### src/readout_pkg.sv
package readout_pkg;
   localparam int RESULT_W = 18;
   localparam int BUS_W = 16;
   localparam int NUM_CH = 8;
   localparam int CH_W = 3;
   localparam int OSR_W = 3;
   localparam int SER_PIN_FIRST = 7;
   localparam int SER_PIN_SECOND = 8;
   localparam logic [BUS_W-1:0] BUS_ALL_OFF = 16'hFFFF;
   localparam logic [BUS_W-1:0] SER_PINS_ON = 16'hFE7F;
   localparam logic [CH_W-1:0] LAST_CH = 3'h7;
   localparam logic [4:0] SER_LAST_BIT = 5'h11;
   localparam int LOW_BITS = RESULT_W - BUS_W;
   localparam int BITPOS_W = 5;
   localparam int SYNC_RD = 0;
   localparam int SYNC_CS = 1;
   localparam int SYNC_SEL = 2;
   localparam int SYNC_OSR = 3;
   localparam int SYNC_W = OSR_W + 3;
   localparam logic [SYNC_W-1:0] SYNC_IDLE = 6'h03;
   localparam logic [BUS_W-1:0] BUS_ALL_ON = 16'h0000;
   typedef logic [RESULT_W-1:0] result_t;
endpackage

### src/adc_result_readout_port.sv
`timescale 1ns/10ps
module adc_result_readout_port
   import readout_pkg::*;
(
   input wire logic sys_clk_i, // 100 MHz clock
   input wire logic resetn_i, // sync reset, active low
   input wire logic [NUM_CH*RESULT_W-1:0] results_i, // latched results, channel 0 lowest
   input wire logic [OSR_W-1:0] oversample_ratio_sel_i, // ratio select pins
   output logic [OSR_W-1:0] oversample_ratio_o, // synchronised ratio select
   input wire logic interface_select_i, // low parallel, high serial
   input wire logic cs_n_i, // chip select pin
   input wire logic rd_n_sclk_i, // read strobe or serial clock pin
   input wire logic [BUS_W-1:0] bus_i, // bus pin levels, unused
   output logic [BUS_W-1:0] bus_o, // bus pin drive value
   output logic [BUS_W-1:0] bus_oe_n_o // bus drive enable, low drives
);
   ////////////////////////////////////////////////////////////
   // three-stage pin synchronisers; first stage feeds only the second
   // reset loads idle pin levels, so no false strobe edge follows reset
   logic [SYNC_W-1:0] s1;
   logic [SYNC_W-1:0] s2;
   logic [SYNC_W-1:0] s3;
   wire [SYNC_W-1:0] pins_raw = {oversample_ratio_sel_i, interface_select_i, cs_n_i, rd_n_sclk_i};

   always_ff @(posedge sys_clk_i) begin
      if (!resetn_i) begin
         s1 <= SYNC_IDLE;
         s2 <= SYNC_IDLE;
         s3 <= SYNC_IDLE;
      end else begin
         s1 <= pins_raw;
         s2 <= s1;
         s3 <= s2;
      end
   end

   ////////////////////////////////////////////////////////////
   // helper functions

   // a change counts once stages two and three agree
   function automatic logic settle(input logic a, input logic b, input logic old);
      return (a == b) ? a : old;
   endfunction

   // ascending channel order, wrapping after the last channel
   function automatic logic [CH_W-1:0] chan_after(input logic [CH_W-1:0] c);
      return (c == LAST_CH) ? '0 : c + 1'b1;
   endfunction

   // one channel's result out of the packed result word
   function automatic logic [RESULT_W-1:0] ch_result(input logic [NUM_CH*RESULT_W-1:0] rs, input logic [CH_W-1:0] c);
      return rs[int'(c)*RESULT_W +: RESULT_W];
   endfunction

   // one serial bit; position zero is the msb
   function automatic logic ser_bit(input logic [RESULT_W-1:0] r, input logic [BITPOS_W-1:0] p);
      return r[RESULT_W-1-int'(p)];
   endfunction

   ////////////////////////////////////////////////////////////
   // settled pin levels
   logic sel_ser;
   logic cs_n;
   logic rd_n;
   logic [OSR_W-1:0] osr;
   logic [OSR_W-1:0] next_osr;
   wire next_sel_ser = settle(s2[SYNC_SEL], s3[SYNC_SEL], sel_ser);
   wire next_cs_n = settle(s2[SYNC_CS], s3[SYNC_CS], cs_n);
   wire next_rd_n = settle(s2[SYNC_RD], s3[SYNC_RD], rd_n);

   always_comb begin
      next_osr = osr;
      for (int i = 0; i < OSR_W; i++) begin
         next_osr[i] = settle(s2[SYNC_OSR+i], s3[SYNC_OSR+i], osr[i]);
      end
   end

   always_ff @(posedge sys_clk_i) begin
      if (!resetn_i) begin
         sel_ser <= 1'b0;
         cs_n <= 1'b1;
         rd_n <= 1'b1;
         osr <= '0;
      end else begin
         sel_ser <= next_sel_ser;
         cs_n <= next_cs_n;
         rd_n <= next_rd_n;
         osr <= next_osr;
      end
   end

   // ratio only passes through; the filter that uses it sits elsewhere
   assign oversample_ratio_o = osr;

   ////////////////////////////////////////////////////////////
   // edge detection on settled levels
   logic ser_q;
   logic cs_q;
   logic rd_q;

   always_ff @(posedge sys_clk_i) begin
      if (!resetn_i) begin
         ser_q <= 1'b0;
         cs_q <= 1'b1;
         rd_q <= 1'b1;
      end else begin
         ser_q <= sel_ser;
         cs_q <= cs_n;
         rd_q <= rd_n;
      end
   end

   wire cs_fall = cs_q & ~cs_n;
   wire rd_rise = ~rd_q & rd_n;
   // any mode switch restarts at channel zero, first phase
   wire mode_change = ser_q != sel_ser;

   ////////////////////////////////////////////////////////////
   // channel and phase tracking
   logic [CH_W-1:0] chan;
   logic second;
   logic [BITPOS_W-1:0] bitpos;
   wire par_read = ~sel_ser & ~cs_n & ~rd_n;
   wire par_done = ~sel_ser & ~cs_n & rd_rise;
   wire ser_shift = sel_ser & ~cs_n & rd_rise;
   wire frame_start = sel_ser & cs_fall;
   // a new frame wins over the end of the old one
   wire ser_frame_end = ser_shift & (bitpos == SER_LAST_BIT) & ~frame_start;
   wire chan_step = (par_done & second) | ser_frame_end;
   wire [CH_W-1:0] chan_up = chan_after(chan);
   // second pin runs half the channel count ahead of the first
   wire [CH_W-1:0] chan_b = chan + CH_W'(NUM_CH / 2);

   // strobe count within one channel
   always_ff @(posedge sys_clk_i) begin
      if (!resetn_i || mode_change) begin
         second <= 1'b0;
      end else if (par_done) begin
         second <= ~second;
      end
   end

   always_ff @(posedge sys_clk_i) begin
      if (!resetn_i || mode_change) begin
         chan <= '0;
      end else if (chan_step) begin
         chan <= chan_up;
      end
   end

   // bit position within a serial frame
   always_ff @(posedge sys_clk_i) begin
      if (!resetn_i || mode_change) begin
         bitpos <= '0;
      end else if (frame_start || ser_frame_end) begin
         bitpos <= '0;
      end else if (ser_shift) begin
         bitpos <= bitpos + 1'b1;
      end
   end

   ////////////////////////////////////////////////////////////
   // data selection; results pass through untouched, already twos complement
   wire [RESULT_W-1:0] res_a = ch_result(results_i, chan);
   wire [RESULT_W-1:0] res_b = ch_result(results_i, chan_b);
   wire [BUS_W-1:0] par_first = res_a[RESULT_W-1:LOW_BITS];
   wire [BUS_W-1:0] par_second = {res_a[LOW_BITS-1:0], {(BUS_W-LOW_BITS){1'b0}}};
   wire [BUS_W-1:0] par_word = second ? par_second : par_first;
   // serial halves: first pin walks channels up from 0, second runs four channels ahead, both wrap after 7, each msb first
   wire ser_first = ser_bit(res_a, bitpos);
   wire ser_second = ser_bit(res_b, bitpos);
   logic [BUS_W-1:0] next_bus;

   always_comb begin
      next_bus = '0;
      if (sel_ser) begin
         next_bus[SER_PIN_FIRST] = ser_first;
         next_bus[SER_PIN_SECOND] = ser_second;
      end else begin
         next_bus = par_word;
      end
   end

   ////////////////////////////////////////////////////////////
   // drive enables
   // spare pins are grounded by the board in serial mode, so never drive them
   wire [BUS_W-1:0] ser_oe_n = cs_n ? BUS_ALL_OFF : SER_PINS_ON;
   wire [BUS_W-1:0] par_oe_n = par_read ? BUS_ALL_ON : BUS_ALL_OFF;
   wire [BUS_W-1:0] next_oe_n = sel_ser ? ser_oe_n : par_oe_n;

   // registered data; one cycle lag after the strobe settles
   always_ff @(posedge sys_clk_i) begin
      if (!resetn_i) begin
         bus_o <= BUS_ALL_ON;
      end else begin
         bus_o <= next_bus;
      end
   end

   // the host sees data a few cycles after its strobe edge, not at once
   always_ff @(posedge sys_clk_i) begin
      if (!resetn_i) begin
         bus_oe_n_o <= BUS_ALL_OFF;
      end else begin
         bus_oe_n_o <= next_oe_n;
      end
   end
endmodule

### config.mk
export PLATFORM = sky130hd
export DESIGN_NAME = adc_result_readout_port
export DESIGN_NICKNAME = d
export VERILOG_FILES = /design/src/readout_pkg.sv /design/src/adc_result_readout_port.sv
export SDC_FILE = /design/constraint.sdc
export NUM_CORES = 1
export LEC_CHECK = 0
export ABC_AREA = 1
export BUFFER_PORTS_ARGS = -buffer_cell sky130_fd_sc_hd__buf_2
export CAP_MARGIN = 30
export CORE_MARGIN = 3
export CORE_UTILIZATION = 45
export DETAILED_ROUTE_END_ITERATION = 10
export PLACE_DENSITY = 0.91
export SKIP_LAST_GASP = 1
export SLEW_MARGIN = 20
export SYNTH_ARGS = -nofsm -noshare
export SYNTH_HDL_FRONTEND = slang
export SYNTH_SLANG_ARGS = --single-unit
### constraint.sdc
create_clock -name sys_clk_i -period 2.1 [get_ports sys_clk_i]
set_input_delay 0.21 -clock sys_clk_i [delete_from_list [all_inputs] [get_ports sys_clk_i]]
set_output_delay 0.21 -clock sys_clk_i [all_outputs]
set_load 0.02 [all_outputs]
==> results.md <==
* Status: finished, final reports clean
* Worst Reg-to-Reg Cells at 16
* Detail Route Antenna Nets at 0
* P_leak at between 2 and 3 nW
* Die area at 9604 µm²
* Placeable Area at 7968 µm²
* First-pass GRT wire length at 18,200 µm
* Area occupied by multi-input gates at 2231 µm²
* Critical path's slowest cell: dfxtp_2
* WL met2 at roughly 5400 µm
* Crit path kind: register to register
* Vias in the first global route at 4,097
* Metal3 WL at 930 µm
* RSZ-0062 raised after global routing: false
* Fin util at 0.5980
* Period minus WS final at ~1.8 ns
* Seq/Total Area, Yosys at 0.2838
* Synth async-reset ratio at 0
* Post-Route M1 WL at 4739 µm
* Critical Path Stages at 16
* Gr usage total at 0.2257
* Most frequent cells in the layout: 215 x nand2_1, 186 x buf_2, 175 x nand3_1
* Worst-path clk slew at 0.11 ns
* CP most frequent cell: nand2_1
* CP startpoint: chan[0]
* Skew final at roughly 0.011 ns
* Resize count post-CTS at 0
* Layout Nets at 965
* Final Max Slew Viols at 0
* Via count at 4,573
* Pre-CTS WS at 0.3770 ns
* Final Hold Vio Count at 0
* Most common library cell in the layout ignoring fill and taps: nand2_1
* Gr ovfl total at 0
* CTS tree: yes
* Max Freq at 561.5 MHz
* Startpoint Class: register
* Reg2reg end: bus_o[7]
* Post-route DRC at 0
* Drt total wl at 11,270 µm
* Routed len/inst at 12.59 µm
* Gpl congestion at 0.8981
* Max layer used: met4
* Initial antenna violation count at 0
* Synth Flop Type: dfxtp_1
* Clock buffer depth at 2
* Clk sink count at 54
* Avg Cell Area, Syn at 5.979 µm²
* Fin cells at 895
* Post-synthesis register bit count at 54
* CTS buffer count at 5
* Fin crit share at 0.8481
* Die Y at 98 µm
* Critical path endpoint category: register
* Max_slew headroom at 0.6319
* # rows at 32
* R2r setup slk at 0.32 ns
* Register area at approximately 1100 µm²
* Skew-Pair Late Insertion Delay at 0.32 ns
* Share of the synthesized area in the top cell type at 0.2838
* PnR worst setup slack at 0.3190 ns
* Number of I/O port buffers at 186
* Die width at just under 100 µm
* CP delay by family, top: simple AND/OR/NAND/NOR gates
* Diodes inserted at 0
* Top cells by area, synth: dfxtp_1 28%, nand3_1 23%, nand2_1 21%
* Worst-path fanout max at 74
* Maximum VDD drop at 0.2921 mV
* Layout cells sized above 1 at 0.2749
* DRT iter0 DRCs at ~300
* Filler cells at 786
* Min-delay worst type: input pin to register
* CP cell instances: inv_2, buf_12, nand2_1, nand3_1, nand3_1, nand3_1, nand3_1, nand2_1, nand2_1, nand2_1, inv_1, nand2_1, nand2_1, nand2_1, nand2_1, nand2_1
* Area Growth Syn to Fin at 25.10%
* Cell Pwr Density at around 430 nW/µm²
* # IOs at 203
* Setup TNS Final at 0 ns
* Buf/Inv on CP at 3
* Largest net degree at the start of global routing at 75
* Post-CTS Setup Repair Bufs at 0
* Post-DP HPWL at 8626 µm
* Post-synth top area cell: dfxtp_1
* Clock Root Buffer: clkbuf_8
* Post-Syn Nets at 810
* Mapped Area at 3809 µm²
* Worst EP required at 2.38 ns
* Worst hold slack at about 0.067 ns
* Cell variety after synth at 29
* Final setup viols at 0
* Placed cells at 887
* Hold_buf cts at 0
* Max_cap viols at 0
* Worst r2r src: chan[0]
* Cells after synthesis at ~640
* Mean number of vias per cell at 5.109
* Crit path DAT at slightly above 2 ns
* Initial Utilization at 0.4780
* Yosys Warn Count at 0
* Hold depth at 3
* Slew @ Worst Pin at 0.5488 ns
* Max stage delay on crit path at 0.36 ns
* H-Tree Depth at 2
* EDFF count, synth at 0
* CP endpoint: bus_o[7]
* First-pass iteration count of the detailed router at 5
-- cell families (layout without fill, tap and decap cells) --
| logic type | Yosys count | count (layout) | share of synthesized area |
|---|---|---|---|
| simple gates | 429 | 429 | 0.4888 |
| fa+ha+maj | 5 | 5 | 0.01643 |
| buf+inv | 95 | 251 | 0.1304 |
| xor+xnor | 2 | 2 | 0.004600 |
| flops | 54 | 54 | 0.2838 |
| compound gates | 52 | 52 | 0.07589 |
-- power breakdown --
part | internal [W] | switching, W | leakage [nW]
logic | 0.000175 | 0.000164 | 2.05
clock network | 0.000251 | 0.000393 | 0.0506
registers | 0.00105 | 0.00000906 | 0.444
-- state kept, by name (all words and copies together) (netlist names) --
signal and cells:
second 1, rd_n 1, rd_q 1, s2 6
sel_ser 1, s3 6, ser_q 1, cs_q 1
chan 3, oversample_ratio_o 3, bus_o 16, bus_oe_n_o 2
bitpos 5, cs_n 1, s1 6
-- synthesized netlist by cell type (2+ instances only) --
library cell  instances
nor3b_1               3
nor3_1                3
nand3_1             175
dfxtp_1              54
buf_2                13
ha_1                  5
a32o_1                2
o22ai_1               3
buf_4                19
or2_2                 4
inv_2                 3
inv_1                37
o21ai_0              17
a21oi_1              25
buf_6                 7
clkbuf_1             10
buf_1                 4
clkinv_1              2
nor2_1               26
nand2_1             215
a211oi_1              2
-- worst min-delay path: stages --
cell     delay, ns
buf_2         0.07
nand2_1       0.04
inv_1         0.04
-- worst min path at each step --
stage                                   start  endpoint
finish              oversample_ratio_sel_i[2]     s1[5]
global route                           cs_n_i     s1[1]
CTS                                    cs_n_i     s1[1]
detailed placement                     cs_n_i     s1[1]
global placement    oversample_ratio_sel_i[2]     s1[5]
floorplan                  interface_select_i     s1[2]
-- per-layer routing --
layer,GRT usage,vias to the layer above
met5,0,-
met3,0.04214,14
met1,0.2831,1994
li1,-,2387
met4,0.05218,0
met2,0.4000,178
-- final cells by class --
class / instances / share of cell area
Multi-Input combinational cell: 488 / 0.4682
Sequential cell: 54 / 0.2272
Timing Repair Buffer: 201 / 0.2243
Inverter: 42 / 0.03309
Tap cell: 102 / 0.02679
Clock buffer: 5 / 0.01444
Clock inverter: 3 / 0.006040
-- metrics by stage --
stage | area [µm²] | power, W
after CTS | 4765 | 0.002058
after detailed placement | 4667 | 0.001425
final | 4765 | 0.002046
after global placement | 4667 | 0.001419
after floorplan | 3809 | 0.001242
after global routing | 4765 | 0.002149
No activity file was read; power rests on OpenSTA's default activity.
